### src/design/arcr_regs.vh
// Summary of operation
// - Voltage reference control bits 7:6 always read zero and ignore writes.
// - Voltage reference bit 5 picks chip ground (0) or analog ground pin (1).
// - Bits 4:3 pick the converter reference: pin, supply, 1.8 V, 1.65 V.
// - Bit 2 enables the temperature sensor when one, disables when zero.
// - Bit 1 is unused, reads zero and ignores writes.
// - Bit 0 enables the precision reference and ties it to the ref pin.
// - Current reference bit 7 selects source (0) or sink (1).
// - Bit 6 selects low-power range (0) or high-current x8 range (1).
// - Bits 5:0 give the step count; current is direction x step x count.
// - A zero step count holds the current reference in low-power off state.
// - Low range tops out at 63 unit steps; high range at 504 uA in 8 uA steps.
// - The high-speed reference is powered only while the converter needs it.
`ifndef ARCR_REGS_VH
`define ARCR_REGS_VH
`define ARCR_ADDR_CURRENT 8'hb9
`define ARCR_ADDR_VOLTAGE 8'hd1
`define ARCR_RESET_CURRENT 8'h00
`define ARCR_RESET_VOLTAGE 8'h18
`define ARCR_VOLTAGE_WMASK 8'h3d
`define ARCR_BIT_GND 5
`define ARCR_BIT_SRC_HI 4
`define ARCR_BIT_SRC_LO 3
`define ARCR_BIT_TEMP 2
`define ARCR_BIT_PREC 0
`define ARCR_BIT_SINK 7
`define ARCR_BIT_RANGE 6
`define ARCR_STEP_HI 5
`define ARCR_SRC_EXT_PIN 2'b00
`define ARCR_SRC_SUPPLY 2'b01
`define ARCR_SRC_DIG_1V8 2'b10
`define ARCR_SRC_HS_1V65 2'b11
`define ARCR_HIGH_STEP_MULT 4'h8
`endif

### src/design/arcr_sync.v
`default_nettype none
module arcr_sync (
    // clock and reset
    input wire clk,
    input wire rst_b,
    // async level in, stable level out
    input wire din,
    output reg dout
);
reg s1;
reg s2;
reg s3;
////////////////////////////////////////////////////////////////////////////
// three stages; change accepted once stage two and three agree
always @(posedge clk or negedge rst_b) begin
    if (!rst_b) begin
        s1 <= 1'b0;
        s2 <= 1'b0;
        s3 <= 1'b0;
        dout <= 1'b0;
    end else begin
        s1 <= din;
        s2 <= s1;
        s3 <= s2;
        if (s2 == s3) begin
            dout <= s3;
        end
    end
end
endmodule // arcr_sync
`default_nettype wire

### src/design/arcr_current_ref.v
`include "arcr_regs.vh"
`default_nettype none
module arcr_current_ref (
    // stored register fields
    input wire [7:0] ctrl,
    // decoded analog controls
    output wire enable,
    output wire sink,
    output wire [8:0] magnitude
);
wire [5:0] count;
assign count = ctrl[`ARCR_STEP_HI:0];
assign enable = |count;
assign sink = ctrl[`ARCR_BIT_SINK];
// magnitude in 1 uA units, 63 or 504 max
assign magnitude = ctrl[`ARCR_BIT_RANGE]
    ? {count, 3'b000}
    : {3'b000, count};
endmodule // arcr_current_ref
`default_nettype wire

### src/design/arcr_top.v
`include "arcr_regs.vh"
`default_nettype none
module arcr_top (
    // clock and reset
    input wire clk,
    input wire rst_b,
    // special-function-register bus
    input wire [7:0] sfr_addr,
    input wire [7:0] sfr_wdata,
    input wire sfr_wr,
    input wire sfr_rd,
    output reg [7:0] sfr_rdata,
    // converter activity, from the converter's own clock domain
    input wire converter_busy,
    // voltage reference controls
    output reg analog_ground_select,
    output reg [1:0] vref_source_select,
    output reg temp_sensor_enable,
    output reg precision_ref_output_enable,
    output reg hs_ref_enable,
    // programmable current reference controls
    output reg iref_enable,
    output reg iref_sink,
    output reg [8:0] iref_magnitude_ua
);
////////////////////////////////////////////////////////////////////////////
// reset release through two flops
reg rst_q1;
reg rst_sync_b;
always @(posedge clk or negedge rst_b) begin
    if (!rst_b) begin
        rst_q1 <= 1'b0;
        rst_sync_b <= 1'b0;
    end else begin
        rst_q1 <= 1'b1;
        rst_sync_b <= rst_q1;
    end
end

////////////////////////////////////////////////////////////////////////////
reg [7:0] voltage_reference_control;
reg [7:0] current_reference_control;
wire busy_sync;
wire cur_en;
wire cur_sink;
wire [8:0] cur_mag;

// converter request may come from another clock
arcr_sync u_busy_sync (
    .clk(clk),
    .rst_b(rst_sync_b),
    .din(converter_busy),
    .dout(busy_sync)
);

arcr_current_ref u_cur (
    .ctrl(current_reference_control),
    .enable(cur_en),
    .sink(cur_sink),
    .magnitude(cur_mag)
);

////////////////////////////////////////////////////////////////////////////
// register writes
// reset values
always @(posedge clk or negedge rst_sync_b) begin
    if (!rst_sync_b) begin
        voltage_reference_control <= `ARCR_RESET_VOLTAGE;
        current_reference_control <= `ARCR_RESET_CURRENT;
    end else if (sfr_wr) begin
        if (sfr_addr == `ARCR_ADDR_VOLTAGE) begin
            voltage_reference_control <= sfr_wdata & `ARCR_VOLTAGE_WMASK;
        end
        if (sfr_addr == `ARCR_ADDR_CURRENT) begin
            current_reference_control <= sfr_wdata;
        end
    end
end

////////////////////////////////////////////////////////////////////////////
// read data, registered; unmapped reads give zero
always @(posedge clk or negedge rst_sync_b) begin
    if (!rst_sync_b) begin
        sfr_rdata <= 8'h00;
    end else if (sfr_rd) begin
        case (sfr_addr)
            `ARCR_ADDR_VOLTAGE: sfr_rdata <= voltage_reference_control;
            `ARCR_ADDR_CURRENT: sfr_rdata <= current_reference_control;
            default: sfr_rdata <= 8'h00;
        endcase
    end else begin
        sfr_rdata <= 8'h00;
    end
end

////////////////////////////////////////////////////////////////////////////
// analog control outputs; one cycle behind the stored fields
always @(posedge clk or negedge rst_sync_b) begin
    if (!rst_sync_b) begin
        analog_ground_select <= 1'b0;
        vref_source_select <= `ARCR_SRC_DIG_1V8 | `ARCR_SRC_SUPPLY;
        temp_sensor_enable <= 1'b0;
        precision_ref_output_enable <= 1'b0;
        hs_ref_enable <= 1'b0;
        iref_enable <= 1'b0;
        iref_sink <= 1'b0;
        iref_magnitude_ua <= 9'h000;
    end else begin
        analog_ground_select <= voltage_reference_control[`ARCR_BIT_GND];
        vref_source_select <=
            voltage_reference_control[`ARCR_BIT_SRC_HI:`ARCR_BIT_SRC_LO];
        temp_sensor_enable <= voltage_reference_control[`ARCR_BIT_TEMP];
        precision_ref_output_enable <=
            voltage_reference_control[`ARCR_BIT_PREC];
        // only when selected and converter active
        hs_ref_enable <= busy_sync &&
            (voltage_reference_control[`ARCR_BIT_SRC_HI:`ARCR_BIT_SRC_LO]
             == `ARCR_SRC_HS_1V65);
        // current reference off at zero count
        iref_enable <= cur_en;
        iref_sink <= cur_sink;
        iref_magnitude_ua <= cur_mag;
    end
end
endmodule // arcr_top
`default_nettype wire

### config.mk
export PLATFORM = sky130hd
export DESIGN_NAME = arcr_top
export DESIGN_NICKNAME = d
export VERILOG_FILES = /design/src/design/arcr_sync.v /design/src/design/arcr_current_ref.v /design/src/design/arcr_top.v
export VERILOG_INCLUDE_DIRS = /design/src /design/src/design
export SDC_FILE = /design/constraint.sdc
export NUM_CORES = 1
export LEC_CHECK = 0
export BUFFER_PORTS_ARGS = -buffer_cell sky130_fd_sc_hd__buf_2
export CAP_MARGIN = 40
export CORE_ASPECT_RATIO = 1.2
export CORE_MARGIN = 10
export CORE_UTILIZATION = 42
export DETAILED_ROUTE_END_ITERATION = 12
export GPL_TIMING_DRIVEN = 1
export PLACE_DENSITY = 0.67
export SKIP_CTS_REPAIR_TIMING = 1
export SYNTH_ARGS = -nofsm -noshare
export SYNTH_HDL_FRONTEND = slang
export SYNTH_SLANG_ARGS = --single-unit
### constraint.sdc
create_clock -name clk -period 1.9 [get_ports clk]
set_input_delay 0.285 -clock clk [delete_from_list [all_inputs] [get_ports clk]]
set_output_delay 0.285 -clock clk [all_outputs]
set_load 0.02 [all_outputs]
Word level (Yosys, flattened, before mapping)
Index checks and enable logic that the tools add are counted.
Operators by class
  muxes and demuxes: 3
  equality and inequality tests: 4
  reductions and logical operators: 4
Operator list (number)
  8-bit equality test, second input constant: 2
  8-bit case mux with 2 select lines: 1
  9-bit two-way mux: 1
  8-bit two-way mux: 1
  6-bit OR reduction: 1
  2-bit AND reduction: 2
  2-bit equality test, second input constant: 1
  1-bit equality test: 1
  1-bit logical AND: 1
Storage, ports and cells
  register bits: 44
  word-level logic and storage cells: 28
  bits of input ports: 21
  output and inout bits: 25

Logic depth before layout (Yosys ltp)
  depth after elaboration: 3
  gate-level depth with buffers: 4
  gate-level depth less buffers: 3

Hierarchy
Synthesis repeated with hierarchy kept, for this count alone.
Second synthesis, totals
  cells, all modules: 99
  area, all modules: 1619.1 um2
By module, submodules not included
  arcr_top: cells each 80, area an instance 1381.3 um2, times used 1
  arcr_current_ref: cells each 14, area an instance 126.4 um2, times used 1
  arcr_sync: cells each 5, area an instance 111.4 um2, times used 1

Least setup slack after synthesis
No wires, ideal clock.
  kind: input port to flip-flop
  from: input port sfr_addr[2]
  to: register current_reference_control[0]
  slack: 0.432 ns
  buffers on the path: 0
  stages on the path: 3
  arrival time: 1.343 ns
  path through: nand4bb_4 -> nor4_4 -> mux2_2
Between the ends
  longest elaborated chain between the ends: 2
Ends and longest elaborated chain
  start, declared: RTL line arcr_top.v:8  | input wire [7:0] sfr_addr,
  8-bit equality test
  2-bit AND reduction (no line)
  end signal, assigned: RTL line arcr_top.v:69  | current_reference_control <= `ARCR_RESET_CURRENT;
  end signal, assigned: RTL line arcr_top.v:75  | current_reference_control <= sfr_wdata;
  end, declared: RTL line arcr_top.v:42  | reg [7:0] current_reference_control;
No other way between the ends.
A chain may end at the register's enable or synchronous reset.

Worst setup path after layout
  from: input port sfr_addr[2]
  to: register voltage_reference_control[5]
Between the ends
  longest elaborated chain between the ends: 2
Ends and longest elaborated chain
  8-bit equality test (no line)
  2-bit AND reduction (no line)
  end signal, assigned: RTL line arcr_top.v:68  | voltage_reference_control <= `ARCR_RESET_VOLTAGE;
  end signal, assigned: RTL line arcr_top.v:72  | voltage_reference_control <= sfr_wdata & `ARCR_VOLTAGE_WMASK;
  end, declared: RTL line arcr_top.v:41  | reg [7:0] voltage_reference_control;
No other way between the ends.

==> impl_metrics.tcl <==
set metrics [dict create \
    outcome "complete, no violations" \
    ant_nets 0 \
    maxCapViolCount 0 \
    holdCritPathClass "primary input to flip-flop" \
    cp.depth 4 \
    reg2regPathDepth 1 \
    via_per_inst 4.854 \
    cp-start-kind "primary input" \
    max_freq_ghz 0.7756 \
    yosys_warnings 0 \
    setup_violations 0 \
    register_area_um2 1107 \
    floorplan.initialDensity 0.4316 \
    htreeDepth 2 \
    worst_clock_skew_ns 0.002004 \
    numCtsBuffers 5 \
    drive_above_1_share 0.5163 \
    drc 0 \
    whs_path_depth 1 \
    grt_max_degree 28 \
    utilization 0.5399 \
    crit_end "voltage_reference_control[5]" \
    core_um2 3603 \
    worstSetupPathType "primary input to flip-flop" \
    n_fill_cell 312 \
    clock_latency_ns 0.29 \
    grt_pass1_wl_um 5043 \
    die_h_um 86.66 \
    antennaDiodeCount 0 \
    arrival_ns 1.47 \
    wl_per_cell_um 16.16 \
    fin_tns_setup_ns 0 \
    crit_family "simple AND/OR/NAND/NOR gates" \
    wl_um 3102 \
    nNetsFinal 173 \
    area_growth_pct 25.10 \
    slew_headroom 0.4966 \
    syn-num-nets 119 \
    multi_input_area_um2 441.7 \
    critPathMaxStageDelay_ns 0.44 \
    ioPinCount 46 \
    numPortBuffers 45 \
    synth_cell_types 19 \
    total_power_uw 1703 \
    r2r_start "current_reference_control[6]" \
    hold_start "converter_busy" \
    powerDensity_nw_per_um2 875.2 \
    rsz0062_at_grt "no" \
    synth_seq_cells 44 \
    path_max_fanout 5 \
    crit_chain "buf_2, nand4bb_4, nor4_4, mux2_2" \
    end_kind "flip-flop" \
    crit_start "sfr_addr[2]" \
    clockBufferDepth 2 \
    worstReg2RegEnd "iref_magnitude_ua[3]" \
    finalMaxSlewViolations 0 \
    critical_path_buf_inv_count 1 \
    dp_hpwl_um 2424 \
    dp_cells 183 \
    worst_pin_slew_ns 0.7535 \
    ir_worst_vdd_mv 0.4950 \
    initialDrtViolationCount 23 \
    rows 24 \
    clock-root-buffer "clkbuf_8" \
    grt_pass1_vias 1016 \
    cpMaxStageDelayCell "nor4_4" \
    cts_tree "yes" \
    r2r_slack_ns 0.89 \
    overflow 0 \
    path_clk_slew_ns 0.07 \
    grtUsageTotal 0.1027 \
    antenna_found_initial 0 \
    finalCritPeriodShare 0.6786 \
    syn_avg_cell_area_um2 15.87 \
    die_area_um2 6547 \
    syn-cell-area_um2 1555 \
    dieWidth_um 75.55 \
    vias 932 \
    required_ns 2.08 \
    finalHoldViolations 0 \
    gp_congestion 0.7108 \
    drt_pre_antenna_iters 3 \
    cts.sinks 44 \
    final_cells 192 \
    leakage_uw 0.001038 \
    period_needed_ns 1.289 \
    yosysSeqAreaShare 0.7112 \
    synth_cells 98 \
]
[worst min-delay path by stage]
stage                           to
global placement            rst_q1
finish              u_busy_sync.s1
CTS                     rst_sync_b
floorplan                   rst_q1
detailed placement          rst_q1
global route        u_busy_sync.s1
[synth_stat cells]
| cell | instances | share of area |
|---|---|---|
| and3b_2 | 1 | 0.0064 |
| conb_1 | 1 | 0.0024 |
| nor2b_1 | 3 | 0.012 |
| nor2_1 | 7 | 0.017 |
| clkbuf_1 | 2 | 0.0048 |
| nand2_1 | 4 | 0.0097 |
| dfrtp_1 | 40 | 0.64 |
| nor3b_1 | 1 | 0.0048 |
| maj3_1 | 1 | 0.0064 |
| dfstp_2 | 4 | 0.068 |
| and3_1 | 4 | 0.016 |
| nand4bb_4 | 1 | 0.018 |
| nand2b_1 | 1 | 0.0040 |
| nor4_1 | 1 | 0.0040 |
| a22oi_1 | 5 | 0.024 |
| or2_1 | 1 | 0.0040 |
| mux2_2 | 16 | 0.12 |
| and2_1 | 3 | 0.012 |
| nor4_4 | 2 | 0.027 |
[through the flow]
stage / hold WS [ns] / area [um2] / worst slack [ns]
2_1_floorplan: -0.01059 / 1555 / 0.4321
3_3_place_gp: 0.06959 / 1846 / 0.3346
3_5_place_dp: 0.07180 / 1846 / 0.2998
4_1_cts: -0.2487 / 1936 / 0.6133
5_1_grt: 0.08419 / 1946 / 0.5452
6_report: 0.1064 / 1946 / 0.6106
[registers in the layout, indices dropped and copies added, names as in the netlist, 2 cells and up]
register and count:
iref_magnitude_ua 9, sfr_rdata 8, voltage_reference_control 5, current_reference_control 8, vref_source_select 2
[power by group]
group / switching [uW] / leakage [uW] / internal, uW / total (uW)
Clock: 275 / 0.0000455 / 296 / 571
Combinational: 67.2 / 0.000412 / 55.7 / 123
Sequential: 31.5 / 0.000581 / 977 / 1010
Total: 374 / 0.00104 / 1330 / 1700
[metal layers]
| metal | vias up | global-route usage | part of all wire |
|---|---|---|---|
| met4 | 0 | 0.06091 | 0.025 |
| met5 | - | 0 | 0 |
| met2 | 31 | 0.1650 | 0.50 |
| met1 | 453 | 0.1099 | 0.38 |
| met3 | 6 | 0.04119 | 0.089 |
| li1 | 442 | - | - |
[cell usage in the layout (no fill, tap or decap)]
cell and count:
nor4_1 1, mux2_2 16, nor2b_1 3, dfstp_2 4
conb_1 1, clkbuf_8 6, nor2_1 7, dfrtp_2 1
clkbuf_1 2, nor3b_1 1, maj3_1 1, and3b_2 1
buf_2 45, nand2b_1 1, nand2_1 4, dfrtp_1 39
nor4_4 2, a22oi_1 5, nand4bb_4 1, dlygate4sd3_1 1
and3_1 4, or2_1 1, buf_4 3, and2_1 3
[cell type report]
class                   count  area share
well taps                  39     0.02508
clock buffers               8     0.04630
flip-flops and latches     44      0.5691
multi-input cells          52      0.2270
repair buffers             49      0.1325
[cells by family (layout without fill, tap and decap cells)]
logic type	after synthesis	in the layout	synth area share
AO/OA/AOI/OAI	5	5	0.02414
adder cells (fa/ha/maj)	1	1	0.006436
buffers and inverters	2	57	0.004829
flip-flops	44	44	0.7112
multiplexers	16	16	0.1158
other	1	1	0.002411
AND/OR/NAND/NOR	29	29	0.1352
(Power assumes the default switching activity.)
